$ cat config.mk
export PLATFORM = sky130hd
export DESIGN_NAME = pflb_core
export DESIGN_NICKNAME = d
export VERILOG_FILES = /design/src/design/pflb_pkg.sv /design/src/design/pflb_core.sv
export SDC_FILE = /design/constraint.sdc
export NUM_CORES = 1
export LEC_CHECK = 0
export ABC_AREA = 1
export BUFFER_PORTS_ARGS = -buffer_cell sky130_fd_sc_hd__buf_2
export CORE_MARGIN = 4
export CORE_UTILIZATION = 59
export DETAILED_ROUTE_END_ITERATION = 16
export PLACE_DENSITY = 0.82
export SYNTH_ARGS = -nofsm -noshare
export SYNTH_HDL_FRONTEND = slang
export SYNTH_SLANG_ARGS = --single-unit
$ cat constraint.sdc
create_clock -name core_clk_in -period 2.42 [get_ports core_clk_in]
set_input_delay 0 -clock core_clk_in [delete_from_list [all_inputs] [get_ports core_clk_in]]
set_output_delay 0 -clock core_clk_in [all_outputs]
set_load 0.005 [all_outputs]
$ cat src/design/pflb_pkg.sv
package pflb_pkg;
  // ==========================================================
  // register word addresses (avalon word offsets)
  localparam logic [2:0] ADDR_TRIG_CMP = 3'h0;
  localparam logic [2:0] ADDR_FAULT_LIMIT = 3'h1;
  localparam logic [2:0] ADDR_BLANK_CTRL = 3'h2;
  localparam logic [2:0] ADDR_BLANK_DELAY = 3'h3;
  localparam logic [2:0] ADDR_AUX_CTRL = 3'h4;
  localparam logic [2:0] ADDR_OUT_VALUES = 3'h5;
  localparam logic [2:0] ADDR_STATUS = 3'h6;
  localparam logic [2:0] ADDR_UNLOCK = 3'h7;
  // ==========================================================
  // writable masks and reset values
  localparam logic [15:0] FAULT_LIMIT_MASK = 16'h7fff;
  localparam logic [15:0] FAULT_LIMIT_RST = 16'h00f8;
  localparam logic [15:0] BLANK_CTRL_MASK = 16'hfc3f;
  localparam logic [15:0] BLANK_DELAY_MASK = 16'h0fff;
  localparam logic [15:0] AUX_CTRL_MASK = 16'h0f3f;
  localparam logic [15:0] OUT_VALUES_MASK = 16'h000f;
  localparam logic [15:0] ZERO16 = 16'h0000;
  localparam logic [15:0] UNLOCK_KEY1 = 16'h00aa;
  localparam logic [15:0] UNLOCK_KEY2 = 16'h0055;
  // ==========================================================
  // field positions inside fault_limit_control
  localparam int LIM_SRC_LSB = 10;
  localparam int LIM_POL_BIT = 9;
  localparam int LIM_EN_BIT = 8;
  localparam int FLT_SRC_LSB = 3;
  localparam int FLT_POL_BIT = 2;
  localparam int FLT_MODE_LSB = 0;
  // ==========================================================
  // field positions inside edge_blanking_control
  localparam int LEB_TRIG_LSB = 12;
  localparam int FLT_LEB_BIT = 11;
  localparam int LIM_LEB_BIT = 10;
  localparam int BLANK_HI_BIT = 5;
  localparam int BLANK_LO_BIT = 4;
  localparam int STATE_BLANK_LSB = 0;
  // field positions inside auxiliary_blank_chop_control
  localparam int BLANK_SEL_LSB = 8;
  localparam int CHOP_SEL_LSB = 2;
  localparam int CHOP_H_BIT = 1;
  localparam int CHOP_L_BIT = 0;
  // fault modes
  localparam logic [1:0] FMODE_LATCH = 2'h0;
  localparam logic [1:0] FMODE_CYCLE = 2'h1;
  localparam logic [1:0] FMODE_OFF = 2'h3;
  // source codes
  localparam logic [4:0] SRC_CMP_FIRST = 5'h08;
  localparam logic [4:0] SRC_CMP_LAST = 5'h0c;
  localparam logic [4:0] SRC_FAULT32 = 5'h1f;
  typedef enum logic [1:0] {
    PFLB_UNLOCK_IDLE = 2'b00,
    PFLB_UNLOCK_KEY1 = 2'b01,
    PFLB_UNLOCK_OPEN = 2'b10
  } pflb_unlock_t;
endpackage : pflb_pkg

$ cat src/design/pflb_core.sv
// The implementer's own choices: register access over Avalon-MM and the address map.
`timescale 1ns/100ps
module pflb_core
  import pflb_pkg::*;
#(
  parameter int NUM_FAULTS = 8,
  parameter int NUM_CMPS = 5
) (
  input wire logic core_clk_in, // pwm clock
  input wire logic rst_in, // synchronous, active high
  input wire logic [2:0] avs_address_in, // word address
  input wire logic avs_read_in, // read strobe
  input wire logic avs_write_in, // write strobe
  input wire logic [31:0] avs_writedata_in, // write data
  input wire logic [3:0] avs_byteenable_in, // byte lanes
  output logic [31:0] avs_readdata_out, // read data
  output logic avs_waitrequest_out, // stall
  input wire logic write_lock_config_in, // lock strap
  input wire logic pwm_module_enable_in, // module enabled
  input wire logic [NUM_FAULTS-1:0] fault_pins_in, // fault pins 1..8
  input wire logic fault32_in, // fault 32 pin
  input wire logic [NUM_CMPS-1:0] cmp_in, // comparators, same clock
  input wire logic [15:0] time_base_in, // local time base
  input wire logic period_start_in, // period boundary pulse
  input wire logic high_gen_in, // generator high output
  input wire logic low_gen_in, // generator low output
  input wire logic [2:0] gen_high_in, // generators 1..3 high, same clock
  input wire logic chop_clk_in, // chop clock generator, same clock
  output logic high_side_output_out, // conditioned high output
  output logic low_side_output_out, // conditioned low output
  output logic adc_trigger_out, // adc trigger pulse
  output logic fault_active_out, // fault override
  output logic limit_active_out // limit override
);
  // ==========================================================
  // registers
  logic [15:0] adc_trigger_compare;
  logic [15:0] fault_limit_control;
  logic [15:0] edge_blanking_control;
  logic [15:0] edge_blanking_delay;
  logic [15:0] auxiliary_blank_chop_control;
  logic [3:0] out_values; // {fault_h, fault_l, limit_h, limit_l}
  pflb_unlock_t unlock_state;
  logic wr_lo, rd_pending;
  logic leb_busy, blank_active; // status bits, also read back
  logic [15:0] wdata;
  assign wdata = avs_writedata_in[15:0];
  // upper lanes hold only zero bits, so only lanes 0/1 matter
  function automatic logic [15:0] merge(input logic [15:0] old, input logic [15:0] msk);
    logic [15:0] be;
    be = {{8{avs_byteenable_in[1]}}, {8{avs_byteenable_in[0]}}};
    merge = ((old & ~be) | (wdata & be)) & msk;
  endfunction : merge

  function automatic logic pick_src(input logic [4:0] code, input logic [NUM_FAULTS-1:0] f,
                                    input logic [NUM_CMPS-1:0] c, input logic f32);
    pick_src = 1'b0;
    if (code < SRC_CMP_FIRST) pick_src = f[code[2:0]];
    else if (code <= SRC_CMP_LAST) pick_src = c[3'(code - SRC_CMP_FIRST)];
    else if (code == SRC_FAULT32) pick_src = f32;
  endfunction : pick_src

  function automatic logic pick_gen(input logic [3:0] code, input logic dflt);
    pick_gen = 1'b0;
    if (code == 4'h0) pick_gen = dflt;
    else if (code <= 4'h3) pick_gen = gen_high_in[2'(code - 4'h1)];
  endfunction : pick_gen

  // ==========================================================
  // avalon slave: reads stall one cycle, writes never
  // readdata is registered, so the stall lets it stand at the accept edge
  assign avs_waitrequest_out = avs_read_in && !rd_pending;
  assign wr_lo = avs_write_in && avs_byteenable_in[0];
  logic fl_write_ok;
  assign fl_write_ok = !write_lock_config_in || unlock_state == PFLB_UNLOCK_OPEN;
  logic latch_clear;
  assign latch_clear = avs_write_in && avs_address_in == ADDR_STATUS && wr_lo && wdata[0];

  always_ff @(posedge core_clk_in) begin
    if (rst_in) begin
      unlock_state <= PFLB_UNLOCK_IDLE;
    end else if (avs_write_in) begin
      case (unlock_state)
        PFLB_UNLOCK_IDLE:
          if (avs_address_in == ADDR_UNLOCK && wdata == UNLOCK_KEY1) begin
            unlock_state <= PFLB_UNLOCK_KEY1;
          end
        PFLB_UNLOCK_KEY1:
          if (avs_address_in == ADDR_UNLOCK && wdata == UNLOCK_KEY2) begin
            unlock_state <= PFLB_UNLOCK_OPEN;
          end else begin
            unlock_state <= PFLB_UNLOCK_IDLE;
          end
        PFLB_UNLOCK_OPEN:
          // any one write closes the window again
          unlock_state <= PFLB_UNLOCK_IDLE;
        default: unlock_state <= PFLB_UNLOCK_IDLE;
      endcase
    end
  end

  always_ff @(posedge core_clk_in) begin
    if (rst_in) begin
      adc_trigger_compare <= ZERO16;
      fault_limit_control <= FAULT_LIMIT_RST;
      edge_blanking_control <= ZERO16;
      edge_blanking_delay <= ZERO16;
      auxiliary_blank_chop_control <= ZERO16;
      out_values <= 4'h0;
    end else if (avs_write_in) begin
      case (avs_address_in)
        ADDR_TRIG_CMP: adc_trigger_compare <= merge(adc_trigger_compare, 16'hffff);
        ADDR_FAULT_LIMIT:
          if (fl_write_ok) begin
            fault_limit_control <= merge(fault_limit_control, FAULT_LIMIT_MASK);
          end
        ADDR_BLANK_CTRL:
          edge_blanking_control <= merge(edge_blanking_control, BLANK_CTRL_MASK);
        ADDR_BLANK_DELAY:
          edge_blanking_delay <= merge(edge_blanking_delay, BLANK_DELAY_MASK);
        ADDR_AUX_CTRL:
          auxiliary_blank_chop_control <=
            merge(auxiliary_blank_chop_control, AUX_CTRL_MASK);
        ADDR_OUT_VALUES: if (wr_lo) out_values <= wdata[3:0];
        default: ;
      endcase
    end
  end

  always_ff @(posedge core_clk_in) begin
    if (rst_in) begin
      avs_readdata_out <= 32'h0000_0000;
      rd_pending <= 1'b0;
    end else begin
      rd_pending <= avs_read_in && !rd_pending; // one stall cycle per read
      case (avs_address_in)
        ADDR_TRIG_CMP: avs_readdata_out <= {16'h0000, adc_trigger_compare};
        ADDR_FAULT_LIMIT: avs_readdata_out <= {16'h0000, fault_limit_control};
        ADDR_BLANK_CTRL: avs_readdata_out <= {16'h0000, edge_blanking_control};
        ADDR_BLANK_DELAY: avs_readdata_out <= {16'h0000, edge_blanking_delay};
        ADDR_AUX_CTRL: avs_readdata_out <= {16'h0000, auxiliary_blank_chop_control};
        ADDR_OUT_VALUES: avs_readdata_out <= {28'h0000000, out_values};
        ADDR_STATUS: avs_readdata_out <= {28'h0000000, blank_active, leb_busy,
                                          limit_active_out, fault_active_out};
        default: avs_readdata_out <= 32'h0000_0000;
      endcase
    end
  end

  // ==========================================================
  // field extraction
  logic [4:0] limit_source_select, fault_source_select;
  logic limit_source_polarity, limit_function_enable, fault_source_polarity;
  logic [1:0] fault_response_mode;
  assign limit_source_select = fault_limit_control[LIM_SRC_LSB +: 5];
  assign limit_source_polarity = fault_limit_control[LIM_POL_BIT];
  assign limit_function_enable = fault_limit_control[LIM_EN_BIT];
  assign fault_source_select = fault_limit_control[FLT_SRC_LSB +: 5];
  assign fault_source_polarity = fault_limit_control[FLT_POL_BIT];
  assign fault_response_mode = fault_limit_control[FLT_MODE_LSB +: 2];

  // ==========================================================
  // pin synchronisers; first stage feeds the second only
  logic [NUM_FAULTS:0] pin_meta, pin_sync;
  always_ff @(posedge core_clk_in) begin
    if (rst_in) begin
      pin_meta <= '0;
      pin_sync <= '0;
    end else begin
      pin_meta <= {fault32_in, fault_pins_in};
      pin_sync <= pin_meta;
    end
  end

  // ==========================================================
  // source selection and polarity
  logic fault_raw, limit_raw;
  // polarity changes with the module running may glitch the override
  assign limit_raw = pick_src(limit_source_select, pin_sync[NUM_FAULTS-1:0], cmp_in,
                              pin_sync[NUM_FAULTS]) ^ limit_source_polarity;
  assign fault_raw = pick_src(fault_source_select, pin_sync[NUM_FAULTS-1:0], cmp_in,
                              pin_sync[NUM_FAULTS]) ^ fault_source_polarity;

  // ==========================================================
  // leading-edge and state blanking
  logic high_q, low_q, leb_trig;
  logic [11:0] leb_count;
  logic [11:0] edge_blank_duration;
  assign edge_blank_duration = edge_blanking_delay[11:0];
  logic high_rise_blank_trigger, high_fall_blank_trigger;
  logic low_rise_blank_trigger, low_fall_blank_trigger;
  logic fault_edge_blank_enable, limit_edge_blank_enable;
  logic blank_on_signal_high, blank_on_signal_low;
  logic [3:0] state_blank_source_select, chop_source_select;
  logic high_out_chop_enable, low_out_chop_enable;
  assign {high_rise_blank_trigger, high_fall_blank_trigger, low_rise_blank_trigger,
          low_fall_blank_trigger} = edge_blanking_control[LEB_TRIG_LSB +: 4];
  assign fault_edge_blank_enable = edge_blanking_control[FLT_LEB_BIT];
  assign limit_edge_blank_enable = edge_blanking_control[LIM_LEB_BIT];
  assign blank_on_signal_high = edge_blanking_control[BLANK_HI_BIT];
  assign blank_on_signal_low = edge_blanking_control[BLANK_LO_BIT];
  assign state_blank_source_select = auxiliary_blank_chop_control[BLANK_SEL_LSB +: 4];
  assign chop_source_select = auxiliary_blank_chop_control[CHOP_SEL_LSB +: 4];
  assign high_out_chop_enable = auxiliary_blank_chop_control[CHOP_H_BIT];
  assign low_out_chop_enable = auxiliary_blank_chop_control[CHOP_L_BIT];
  always_ff @(posedge core_clk_in) begin
    if (rst_in) begin
      high_q <= 1'b0;
      low_q <= 1'b0;
    end else begin
      high_q <= high_gen_in;
      low_q <= low_gen_in;
    end
  end
  assign leb_trig = (high_rise_blank_trigger && high_gen_in && !high_q)
                 || (high_fall_blank_trigger && !high_gen_in && high_q)
                 || (low_rise_blank_trigger && low_gen_in && !low_q)
                 || (low_fall_blank_trigger && !low_gen_in && low_q);
  always_ff @(posedge core_clk_in) begin
    if (rst_in) begin
      leb_count <= 12'h000;
    end else if (leb_trig) begin
      leb_count <= edge_blank_duration;
    end else if (leb_count != 12'h000) begin
      leb_count <= leb_count - 12'h001;
    end
  end
  assign leb_busy = leb_trig || leb_count != 12'h000;

  logic blank_sig;
  assign blank_sig = pick_gen(state_blank_source_select, 1'b0);
  logic [3:0] state_en;
  assign state_en = edge_blanking_control[STATE_BLANK_LSB +: 4];
  assign blank_active = (state_en[3] && high_gen_in) || (state_en[2] && !high_gen_in)
                     || (state_en[1] && low_gen_in) || (state_en[0] && !low_gen_in)
                     || (state_blank_source_select != 4'h0
                         && ((blank_on_signal_high && blank_sig)
                             || (blank_on_signal_low && !blank_sig)));

  logic fault_in, limit_in;
  assign fault_in = fault_raw && !blank_active
                 && !(fault_edge_blank_enable && leb_busy);
  assign limit_in = limit_raw && !blank_active
                 && !(limit_edge_blank_enable && leb_busy);

  // ==========================================================
  // fault and limit override state
  always_ff @(posedge core_clk_in) begin
    if (rst_in) begin
      fault_active_out <= 1'b0;
    end else if (fault_response_mode == FMODE_OFF || fault_response_mode == 2'h2) begin
      fault_active_out <= 1'b0;
    end else if (fault_in) begin
      fault_active_out <= 1'b1; // set wins over clear
    end else if (fault_response_mode == FMODE_LATCH && latch_clear) begin
      fault_active_out <= 1'b0;
    end else if (fault_response_mode == FMODE_CYCLE && period_start_in) begin
      fault_active_out <= 1'b0;
    end
  end

  // limit is cycle by cycle: holds until the next period once source drops
  always_ff @(posedge core_clk_in) begin
    if (rst_in) begin
      limit_active_out <= 1'b0;
    end else if (!limit_function_enable) begin
      limit_active_out <= 1'b0;
    end else if (limit_in) begin
      limit_active_out <= 1'b1;
    end else if (period_start_in) begin
      limit_active_out <= 1'b0;
    end
  end

  // ==========================================================
  // output conditioning and adc trigger
  logic chop_sig;
  assign chop_sig = pick_gen(chop_source_select, chop_clk_in);
  logic next_high, next_low;
  always_comb begin
    next_high = high_gen_in;
    next_low = low_gen_in;
    if (high_out_chop_enable) next_high = high_gen_in && chop_sig;
    if (low_out_chop_enable) next_low = low_gen_in && chop_sig;
    if (limit_active_out) begin
      next_high = out_values[1];
      next_low = out_values[0];
    end
    if (fault_active_out) begin
      next_high = out_values[3]; // fault outranks limit
      next_low = out_values[2];
    end
  end
  always_ff @(posedge core_clk_in) begin
    if (rst_in) begin
      high_side_output_out <= 1'b0;
      low_side_output_out <= 1'b0;
      adc_trigger_out <= 1'b0;
    end else begin
      high_side_output_out <= next_high;
      low_side_output_out <= next_low;
      adc_trigger_out <= pwm_module_enable_in && time_base_in == adc_trigger_compare;
    end
  end

  // ==========================================================
  // assertions
  property p_fault_src_reset;
    @(posedge core_clk_in) $fell(rst_in) |->
      fault_source_select == SRC_FAULT32 && !limit_function_enable;
  endproperty
  a_fault_src_reset: assert property (p_fault_src_reset) else $error("bad reset");
  property p_reserved_zero;
    @(posedge core_clk_in) disable iff (rst_in) fault_limit_control[15] == 1'b0;
  endproperty
  a_reserved_zero: assert property (p_reserved_zero) else $error("reserved bit set");
  property p_lock;
    @(posedge core_clk_in) disable iff (rst_in)
      (avs_write_in && avs_address_in == ADDR_FAULT_LIMIT && write_lock_config_in
       && unlock_state != PFLB_UNLOCK_OPEN) |=> $stable(fault_limit_control);
  endproperty
  a_lock: assert property (p_lock) else $error("locked write took effect");
  property p_fault_out;
    @(posedge core_clk_in) disable iff (rst_in)
      fault_active_out |=> high_side_output_out == $past(out_values[3])
                           && low_side_output_out == $past(out_values[2]);
  endproperty
  a_fault_out: assert property (p_fault_out) else $error("fault values not driven");
  property p_limit_out;
    @(posedge core_clk_in) disable iff (rst_in)
      (limit_active_out && !fault_active_out) |=> high_side_output_out == $past(out_values[1]);
  endproperty
  a_limit_out: assert property (p_limit_out) else $error("limit values not driven");
  property p_limit_off;
    @(posedge core_clk_in) disable iff (rst_in)
      !limit_function_enable |=> !limit_active_out;
  endproperty
  a_limit_off: assert property (p_limit_off) else $error("limit active while off");
  property p_mode_off;
    @(posedge core_clk_in) disable iff (rst_in)
      fault_response_mode == FMODE_OFF |=> !fault_active_out;
  endproperty
  a_mode_off: assert property (p_mode_off) else $error("fault active while disabled");
  property p_latch_hold;
    @(posedge core_clk_in) disable iff (rst_in)
      (fault_active_out && fault_response_mode == FMODE_LATCH && !latch_clear) |=>
        fault_active_out || $past(fault_response_mode) != FMODE_LATCH;
  endproperty
  a_latch_hold: assert property (p_latch_hold) else $error("latched fault dropped");
  property p_leb_mask;
    @(posedge core_clk_in) disable iff (rst_in)
      (edge_blanking_control[11] && leb_busy) |-> !fault_in;
  endproperty
  a_leb_mask: assert property (p_leb_mask) else $error("fault seen during blanking");
  property p_leb_load;
    @(posedge core_clk_in) disable iff (rst_in)
      leb_trig |=> leb_count == $past(edge_blank_duration);
  endproperty
  a_leb_load: assert property (p_leb_load) else $error("blank counter not loaded");
  property p_trig;
    @(posedge core_clk_in) disable iff (rst_in)
      (pwm_module_enable_in && time_base_in == adc_trigger_compare) |=> adc_trigger_out;
  endproperty
  a_trig: assert property (p_trig) else $error("adc trigger missed");
  // read data must already stand at the edge where the stall ends
  property p_read_delay;
    @(posedge core_clk_in) disable iff (rst_in)
      (avs_read_in && !avs_waitrequest_out && avs_address_in == ADDR_BLANK_DELAY)
        |-> avs_readdata_out == {20'h00000, edge_blank_duration};
  endproperty
  a_read_delay: assert property (p_read_delay) else $error("delay readback wrong");
  c_fault: cover property (@(posedge core_clk_in) $rose(fault_active_out));
  c_limit: cover property (@(posedge core_clk_in) $rose(limit_active_out));
  c_leb: cover property (@(posedge core_clk_in) leb_trig ##1 leb_busy [*3]);
  c_unlock: cover property (@(posedge core_clk_in) unlock_state == PFLB_UNLOCK_OPEN);
endmodule : pflb_core

# Word level (Yosys, flattened, before mapping)
# Cells that the tools add are included.
dict set report word_totals {
  register_bits 141
  output_inout_bits 38
  wordCells 181
}
dict set report classes {
  add_sub_neg 5
  order_cmp 12
  eq_ne 18
  muxes 39
  bitwise 15
  n_reduce_logical 73
}
# cell count
set op_table {}
lappend op_table {{$pmux W16 S7} 1}
lappend op_table {{$and A16 B16 Y16} 3}
lappend op_table {{$logic_and A1 B1 Y1} 33}
lappend op_table {{$or A16 B16 Y16} 2}
lappend op_table {{$mux W1} 27}
lappend op_table {{$and A12 B12 Y12} 2}
lappend op_table {{$mux W12} 2}
lappend op_table {{$or A12 B12 Y12} 2}
lappend op_table {{$eq A16 B16 Y1} 1}
lappend op_table {{$eq A16 B7 Y1 const B} 1}
lappend op_table {{$eq A16 B8 Y1 const B} 1}
lappend op_table {{$lt A3 B4 Y1 const B} 4}
lappend op_table {{$not A16 Y16} 1}
lappend op_table {{$and A15 B15 Y15} 1}
lappend op_table {{$or A15 B15 Y15} 1}
lappend op_table {{$bmux W1 S3} 4}
lappend op_table {{$eq A3 B3 Y1 const B} 4}
lappend op_table {{$reduce_bool A12 Y1} 1}
lappend op_table {{$sub A12 B1 Y12 const B} 1}
lappend op_table {{$logic_or A1 B1 Y1} 11}
lappend op_table {{$eq A5 B5 Y1 const B} 2}
lappend op_table {{$le A5 B4 Y1 const B} 2}
lappend op_table {{$logic_not A1 Y1} 10}
lappend op_table {{$lt A5 B4 Y1 const B} 2}
lappend op_table {{other kinds (23)} 43}

# Longest topological paths before layout
# Gate-level depths: netlist of the first run.
dict set report depth {
  ltp_word 14
  mapped_depth 13
  depth_no_buf 13
}

# Worst setup path after synthesis of the first run
# Ideal clock, no wire load.
dict set report synth_path {
  path_type {register to register}
  from {reg leb_count[0]}
  to {reg leb_count[8]}
  setup_ns 0.128
  arrival_time_ns 1.267
  required_ns 2.292
  slack_ns 1.025
  path_stages_with_launch 10
  path_buffers 0
  synth_period_minus_slack_ns 1.395
  cell_sequence {dfxtp_1 > inv_1 > ha_1 > inv_1 > nor3_1 > nand2_1 > nor2_1 > xor2_1 > o21ai_0 > nor2_1}
}
dict set report synth_via {
  elab_chain_cells 3
}
# element line_no
set synth_rtl {}
lappend synth_rtl {{start, declared} pflb_core.sv:187} ;# logic [11:0] leb_count;
lappend synth_rtl {{start signal, assigned} pflb_core.sv:223} ;# leb_count <= edge_blank_duration;
lappend synth_rtl {{start signal, assigned} pflb_core.sv:225} ;# leb_count <= leb_count - 12'h001;
lappend synth_rtl {{$sub A12 B1 Y12} pflb_core.sv:225}
lappend synth_rtl {{$mux W12} pflb_core.sv:224} ;# end else if (leb_count != 12'h000) begin
lappend synth_rtl {{$mux W12} pflb_core.sv:222} ;# end else if (leb_trig) begin
# Several ways; a longest one is shown, not always the timed one. The select of a mux whose other input is x is not followed.
# A chain may end at the register's enable or synchronous reset.

==> impl_metrics.tcl, run 1 <==
set metrics [dict create \
    status "complete, but fails checks" \
    violations "negative hold slack" \
    layoutNonFillerInstCount 1082 \
    final.min_clock_period_ps 2370 \
    rrSetupSlack_ps 50 \
    synth_top_family_by_area "simple AND/OR/NAND/NOR gates" \
    cts_buffers 17 \
    io_pins 120 \
    synth_xor_area_frac 0.00896 \
    syn_area_mm2 0.00587 \
    vias 6218 \
    fin_tns_setup_ps 0 \
    start_util 0.603 \
    core_mm2 0.00973 \
    root_buffer "clkbuf_8" \
    fin_nets 1022 \
    drive_gt1_frac 0.156 \
    leakagePower_nw 3.27 \
    grt_remaining_overflow 0 \
    synth_top_flop_cell "dfxtp_1" \
    area_growth_pct 26.4 \
    via_per_inst 5.75 \
    grt_pass1_wl_um 29500 \
    clk_pin_slew_ps 60 \
    yosysTopAreaCellShare 0.426 \
    reg2reg_depth 8 \
    antenna_cells 0 \
    yosys_warnings 0 \
    ant_nets 0 \
    cp_max_fo 3 \
    whs_path_depth 5 \
    crit_arrival_ps 2850 \
    cts_max_path_buffers 2 \
    synth-seq-cells 125 \
    yosysSeqAreaShare 0.426 \
    max_freq_mhz 422 \
    synth_cell_type_count 44 \
    antenna_found_initial 0 \
    place.gp.congestion 1.01 \
    synth_compound_area_frac 0.212 \
    rows 36 \
    min-delay-start "time_base_in[13]" \
    min_delay_worst_endpoint "adc_trigger_out" \
    cap_violations 0 \
    dp_hpwl_um 12500 \
    avgSynthCellArea_um2 7.24 \
    skew_ps 7.38 \
    clkSinkCount 125 \
    insertion_delay_ps 540 \
    cp-end-kind "register" \
    final_max_slew_viol_count 0 \
    grtUsageTotal 0.327 \
    die_area_mm2 0.0116 \
    yosys.area_share.simple 0.221 \
    grt_max_degree 53 \
    powerDensity_mw_per_mm2 823 \
    fp.dieW_um 108 \
    rsz0062_at_grt "false" \
    syn_inst 810 \
    startpoint_type "register" \
    relSlewSlack 0.509 \
    worst_slack_ps 47.9 \
    first_pass_iters 8 \
    peakVddDrop_mv 0.681 \
    whs_ps -40.3 \
    post-route-period-util 0.980 \
    synth_enable_flop_cells 0 \
    wire_per_inst_um 17.0 \
    drc 0 \
    critical_path_class "register to register" \
    postCtsSetupRepairBufs 0 \
    htreeDepth 4 \
    portBuffers 85 \
    cts_tree "done" \
    place_inst 1003 \
    drtIter0Drc 683 \
    die_y_um 108 \
    rr_endpoint "adc_trigger_out" \
    synthAdderAreaFrac 0.00853 \
    cp.required_ps 2900 \
    hold_viol 1 \
    setup_viol 0 \
    wirelength_um 18400 \
    synthMuxAreaShare 0 \
    place_ws_ps 628 \
    synth_common_cells "nand2_1, dfxtp_1, inv_1, a21oi_1, nor2_1" \
    synthArstFlopShare 0 \
    yosysMostFrequentCell "nand2_1" \
    synth.area.top_cells "dfxtp_1, nand2_1, inv_1" \
    hold_path_class "primary input to register" \
    worstMarginPinSlew_ps 735 \
    grt_pass1_vias 5984 \
    netlist.top_cell.by_area "dfxtp_1" \
]
critical path, stage by stage, from the launching register on:
cell	delay [ps]
dfxtp_1	360
inv_1	110
nand2_1	80
nand2_1	50
dlygate4sd3_1	590
nor4_4	330
dlygate4sd3_1	600
nand3_1	90
nor2_1	110
layout by cell type (no fill, tap or decap), drive strengths merged, types with 5 or more instances in the layout:
master / n
a221oi: 8
dfxtp: 125
bufinv: 5
nand2: 130
o211ai: 6
inv: 124
nor3: 9
a31oi: 11
a21oi: 86
o22ai: 16
o21ai: 76
conb: 16
nor2: 81
buf: 90
dlygate4sd3: 47
nand3: 59
xor2: 6
a211oi: 6
clkbuf: 17
nand4: 5
logic make-up (layout without fill, tap and decap cells):
family          Yosys count  after routing
flops                   125            125
compound gates          217            217
fa+ha+maj                 4              4
xor+xnor                  6              6
simple gates            294            294
buf+inv                 163            287
other cells               1             16
power breakdown:
| part | switching (mW) | leakage (nW) | total (mW) | internal [mW] |
|---|---|---|---|---|
| Clock | 1.03 | 0.308 | 2.82 | 1.80 |
| Sequential | 0.0882 | 1.02 | 2.28 | 2.19 |
| Combinational | 0.628 | 1.94 | 1.00 | 0.373 |
per-stage QoR:
stage / hold slack, ps / cell area, um^2 / utilization / power (mW)
floorplan: 88.9 / 5920 / - / 2.98
global placement: 198 / 6280 / 0.645 / 3.17
detailed placement: 206 / 6280 / 0.645 / 3.21
CTS: 2.88 / 7380 / 0.759 / 6.06
global route: -14.6 / 7410 / 0.762 / 6.34
finish: -40.3 / 7410 / 0.762 / 6.10
layer usage:
layer | wire (um) | GRT usage
met4 | 966 | 0.175
met3 | 1780 | 0.0774
met5 | 0 | 0
met2 | 8670 | 0.533
met1 | 7030 | 0.398
worst max-delay path by stage:
| stage | start | to | slack [ps] |
|---|---|---|---|
| 6_report | register | adc_trigger_out | 50 |
| 5_1_grt | register | adc_trigger_out | 9 |
| 3_5_place_dp | leb_count[0] | leb_count[10] | 630 |
| 3_3_place_gp | leb_count[0] | leb_count[6] | 670 |
| 4_1_cts | register | adc_trigger_out | 260 |
| 2_1_floorplan | leb_count[0] | leb_count[8] | 1030 |
what timing repair did:
item,4_1_cts,5_1_grt
gates resized for setup,0,3
hold endpoints to repair,88,1
setup endpoints to repair,0,1
hold buffers,46,2
cell type report:
type / instances / area [um^2]
multi-input cells: 537 / 2720
flip-flops and latches: 125 / 2500
repair buffers: 137 / 933
inverters: 118 / 443
clock inverters: 15 / 233
fillers: 711 / 2310
clock buffers: 17 / 414
well taps: 133 / 166
Note: power is estimated with default switching activity, not from simulation.
==> inputs of run 2 (changes only) <==
--- a/config.mk
+++ b/config.mk
@@ -8,9 +8,9 @@
 export ABC_AREA = 1
 export BUFFER_PORTS_ARGS = -buffer_cell sky130_fd_sc_hd__buf_2
 export CORE_MARGIN = 4
-export CORE_UTILIZATION = 59
+export CORE_UTILIZATION = 37
 export DETAILED_ROUTE_END_ITERATION = 16
-export PLACE_DENSITY = 0.82
+export PLACE_DENSITY = 0.55
 export SYNTH_ARGS = -nofsm -noshare
 export SYNTH_HDL_FRONTEND = slang
 export SYNTH_SLANG_ARGS = --single-unit
==> constraint.sdc (replaced) <==
create_clock -name core_clk_in -period 2.5 [get_ports core_clk_in]
set_input_delay 0 -clock core_clk_in [delete_from_list [all_inputs] [get_ports core_clk_in]]
set_output_delay 0 -clock core_clk_in [all_outputs]
set_load 0.005 [all_outputs]
==> impl_metrics.tcl, run 2 (synthesis gave the netlist of run 1 again) <==
set metrics [dict create \
    p_switching_mw 1.57 \
    hold_path_class "primary input to register" \
    p_int_mw 4.30 \
    rrSetupSlack_ps 360 \
    insertion_delay_ps 420 \
    start_util 0.382 \
    cp_max_fo 3 \
    place.gp.congestion 0.879 \
    peakVddDrop_mv 0.474 \
    die_y_um 134 \
    crit_arrival_ps 2500 \
    cap_violations 0 \
    wirelength_um 18100 \
    area_growth_pct 25.8 \
    drtIter0Drc 389 \
    final_max_slew_viol_count 0 \
    whs_path_depth 3 \
    skew_ps 7.05 \
    htreeDepth 4 \
    rsz0062_at_grt "false" \
    hold_viol 0 \
    fin_tns_setup_ps 0 \
    grt_remaining_overflow 0 \
    rows 45 \
    reg2reg_depth 6 \
    grt_busiest_layer "met2" \
    use_met1 0.278 \
    final_core_util 0.480 \
    clk_pin_slew_ps 60 \
    powerDensity_mw_per_mm2 796 \
    clkSinkCount 125 \
    seqPwrFrac 0.375 \
    grt_pass1_vias 5321 \
    cts_max_path_buffers 2 \
    swShare 0.267 \
    final.min_clock_period_ps 2140 \
    fp.dieW_um 134 \
    vias 5708 \
    cts_buffers 17 \
    core_mm2 0.0154 \
    max_freq_mhz 466 \
    setup_viol 0 \
    critical_path_class "register to register" \
    via_per_inst 4.96 \
    relSlewSlack 0.574 \
    cts_tree "done" \
    finalPower_mw 5.87 \
    post-route-period-util 0.857 \
    root_buffer "clkbuf_16" \
    grt_util_met3 0.0465 \
    fin_nets 1012 \
    worstMarginPinSlew_ps 638 \
    grtUsageTotal 0.201 \
    status "complete, no violations" \
    cp-end-kind "register" \
    final_common_cell "nand2_1" \
    antenna_found_initial 0 \
    clkPwrFrac 0.464 \
    stdcell_area_mm2 0.00738 \
    die_area_mm2 0.0179 \
    grtUsageMet2 0.307 \
    grt_pass1_wl_um 28100 \
    cp.required_ps 2860 \
    drc 0 \
    wire_per_inst_um 15.7 \
    first_pass_iters 5 \
    whs_ps 47.3 \
    io_pins 120 \
    cts_resized 0 \
    antenna_cells 0 \
    drive_gt1_frac 0.159 \
    startpoint_type "register" \
    grt_max_degree 53 \
    ant_nets 0 \
    final_cell_mix "nand2_1, dfxtp_1, inv_1, a21oi_1, buf_2" \
    leakagePower_nw 3.24 \
    comb_power_share 0.161 \
    dp_hpwl_um 13400 \
    placed_cell_area_mm2 0.00640 \
    portBuffers 85 \
]
run 2: cell count changes in the layout (fill, tap and decap cells not counted), sizes merged:
cell,previous run,this run
clkbuf,17,20
buf,90,94
clkinv,1,6
inv,124,118
dlygate4sd3,47,33
clkinvlp,3,1
run 2: layer usage:
| metal | up-vias | wire, um |
|---|---|---|
| met5 | - | 0 |
| met4 | 0 | 393 |
| met3 | 24 | 1070 |
| met2 | 179 | 7940 |
| met1 | 2615 | 8680 |
| li1 | 2890 | - |
run 2: through the flow:
step / instances / setup slack, ps
2_1_floorplan: 825 / 1110
3_3_place_gp: 1085 / 818
3_5_place_dp: 1085 / 825
4_1_cts: 1150 / 379
5_1_grt: 1150 / 236
6_report: 1150 / 356
run 2: power by group through the flow:
stage          logic, mW  registers, mW  clock network [mW]
5_1_grt             1.08           2.22                2.84
2_1_floorplan      0.660           2.22                   0
3_3_place_gp       0.901           2.24                   0
4_1_cts            0.948           2.20                2.75
3_5_place_dp       0.901           2.24                   0
6_report           0.947           2.20                2.73
run 2: final timing paths:
check                                     startpoint              end
worst max-delay path                        register  adc_trigger_out
worst min-delay path            avs_byteenable_in[0]         register
worst max register to register              register  adc_trigger_out
worst min register to register           pin_meta[1]      pin_sync[1]
run 2: final cells by class:
| class | count | area (um^2) |
|---|---|---|
| tap | 211 | 264 |
| multi-input combinational | 537 | 2700 |
| fill | 1543 | 7990 |
| clock buffer | 20 | 457 |
| clock inverter | 12 | 191 |
| timing repair buffer | 127 | 823 |
| inverter | 118 | 443 |
| sequential | 125 | 2500 |
run 2: worst max-delay path: stages, from the launching register on:
cell and delay, ps:
dfxtp_1 330, xor2_1 190, a221oi_1 240, nand3_1 100
dlygate4sd3_1 570, nor2_1 100, dlygate4sd3_1 540
run 2: repair_timing:
action	in CTS	in global routing
hold buffers	33	0
buffers inserted	0	0
endpoints found under the hold margin	74	0
==> inputs of run 3 (changes only) <==
--- a/config.mk
+++ b/config.mk
@@ -9,7 +9,9 @@
 export BUFFER_PORTS_ARGS = -buffer_cell sky130_fd_sc_hd__buf_2
 export CORE_MARGIN = 4
 export CORE_UTILIZATION = 37
+export CTS_BUF_LIST = sky130_fd_sc_hd__clkbuf_2
 export DETAILED_ROUTE_END_ITERATION = 16
+export GPL_TIMING_DRIVEN = 0
 export PLACE_DENSITY = 0.55
 export SYNTH_ARGS = -nofsm -noshare
 export SYNTH_HDL_FRONTEND = slang
==> impl_metrics.tcl, run 3 (synthesis gave the netlist of run 1 again) <==
set metrics [dict create \
    finalPower_mw 4.82 \
    cp_max_fo 6 \
    insertion_delay_ps 730 \
    antenna_found_initial 0 \
    die_area_mm2 0.0179 \
    die_y_um 134 \
    grt_pass1_vias 5799 \
    path_common_cell "dlygate4sd3_1" \
    wirelength_um 20100 \
    fp.dieW_um 134 \
    clkSinkCount 125 \
    wire_per_inst_um 16.1 \
    cts_tree "done" \
    n_fill_cell 1564 \
    cts_max_path_buffers 2 \
    powerDensity_mw_per_mm2 612 \
    root_buffer "clkbuf_2" \
    placed_cell_area_mm2 0.00661 \
    final_cell_mix "nand2_1, dfxtp_1, inv_1, buf_2, dlygate4sd3_1" \
    clk_pin_slew_ps 200 \
    grtUsageTotal 0.222 \
    status "complete, no violations" \
    start_util 0.382 \
    final_core_util 0.512 \
    drtIter0Drc 483 \
    leakagePower_nw 3.48 \
    fin_tns_setup_ps 0 \
    core_mm2 0.0154 \
    cap_violations 0 \
    final_max_slew_viol_count 0 \
    ant_nets 0 \
    grt_remaining_overflow 0 \
    cp.required_ps 3140 \
    antenna_cells 0 \
    whs_ps 48.1 \
    final_common_cell "nand2_1" \
    peakVddDrop_mv 0.452 \
    swShare 0.313 \
    seqPwrFrac 0.457 \
    hold_path_class "primary input to register" \
    comb_power_share 0.216 \
    grt_pass1_wl_um 30700 \
    path_cells "dlygate4sd3_1, buf_2, nand2_1, dlygate4sd3_1, nor2_2, inv_1, nor2_1, dlygate4sd3_1, nor2_1, dlygate4sd3_1" \
    fin_nets 1109 \
    post-route-period-util 0.978 \
    stdcell_area_mm2 0.00787 \
    p_int_mw 3.31 \
    cts_buffers 17 \
    p_switching_mw 1.51 \
    critical_path_class "primary input to register" \
    worstMarginPinSlew_ps 814 \
    final.min_clock_period_ps 2440 \
    setup_viol 0 \
    skew_ps 30.2 \
    grt_max_degree 17 \
    drc 0 \
    crit_arrival_ps 3090 \
    rsz0062_at_grt "false" \
    vias 6214 \
    place.gp.congestion 0.881 \
    drive_gt1_frac 0.170 \
    slowest_delay_ps 680 \
    area_growth_pct 34.2 \
    io_pins 120 \
    worstSetupStartpoint "avs_byteenable_in[1]" \
    first_pass_iters 5 \
    max_freq_mhz 409 \
    cp-end-kind "register" \
    via_per_inst 4.98 \
    hold_viol 0 \
    portBuffers 84 \
    rows 45 \
    crit_slowest_cell "dlygate4sd3_1" \
    dp_hpwl_um 14700 \
    startpoint_type "primary input" \
    relSlewSlack 0.457 \
    min-delay-start "gen_high_in[1]" \
    postCtsSetupRepairBufs 0 \
    htreeDepth 4 \
    clkPwrFrac 0.327 \
]
[run 3: final cells by class]
type,instances,area [um^2],share of cell area
multi-input combinational,537,2710,0.344
sequential,125,2500,0.318
timing repair buffer,179,1370,0.174
inverter,118,443,0.0563
buffer,45,278,0.0353
tap,211,264,0.0335
clock inverter,15,221,0.0281
clock buffer,17,85.1,0.0108
[run 3: final timing paths]
kind	slack, ps	cells past startpoint	end
min reg2reg	410	2	pin_sync[3]
max reg2reg	170	14	fault_active_out
max	60	10	register
min	50	9	avs_readdata_out[3]
[run 3: through the flow]
| stage | std cells | setup slack [ps] |
|---|---|---|
| floorplan | 825 | 1110 |
| CTS | 1247 | 47.7 |
| global placement | 1120 | 788 |
| finish | 1247 | 55.5 |
| detailed placement | 1120 | 796 |
| global route | 1247 | 2.23 |
[run 3: repair_timing]
item | CTS | global route
resized for setup | 0 | 3
setup endpoints to repair | 0 | 3
hold buffers | 95 | 0
endpoints found under the hold margin | 102 | 0
[run 3: metal layers]
| layer | global-route usage | up-vias | share of wire |
|---|---|---|---|
| met5 | 0 | - | 0 |
| met4 | 0.0937 | 0 | 0.031 |
| met3 | 0.0506 | 46 | 0.080 |
| met2 | 0.332 | 240 | 0.43 |
| met1 | 0.308 | 2829 | 0.46 |
| li1 | - | 3099 | - |
[run 3: critical path, delay by kind of cell]
kind,cells,cell delay (ps)
AND/OR/NAND/NOR,4,520
buffers and inverters,6,2560
[run 3: power by group through the flow]
stage | logic (mW) | clock network [mW] | registers, mW
final | 1.04 | 1.58 | 2.20
after global routing | 1.18 | 1.69 | 2.22
after CTS | 1.03 | 1.60 | 2.20
after detailed placement | 0.931 | 0 | 2.24
after global placement | 0.931 | 0 | 2.24
after floorplan | 0.660 | 0 | 2.22
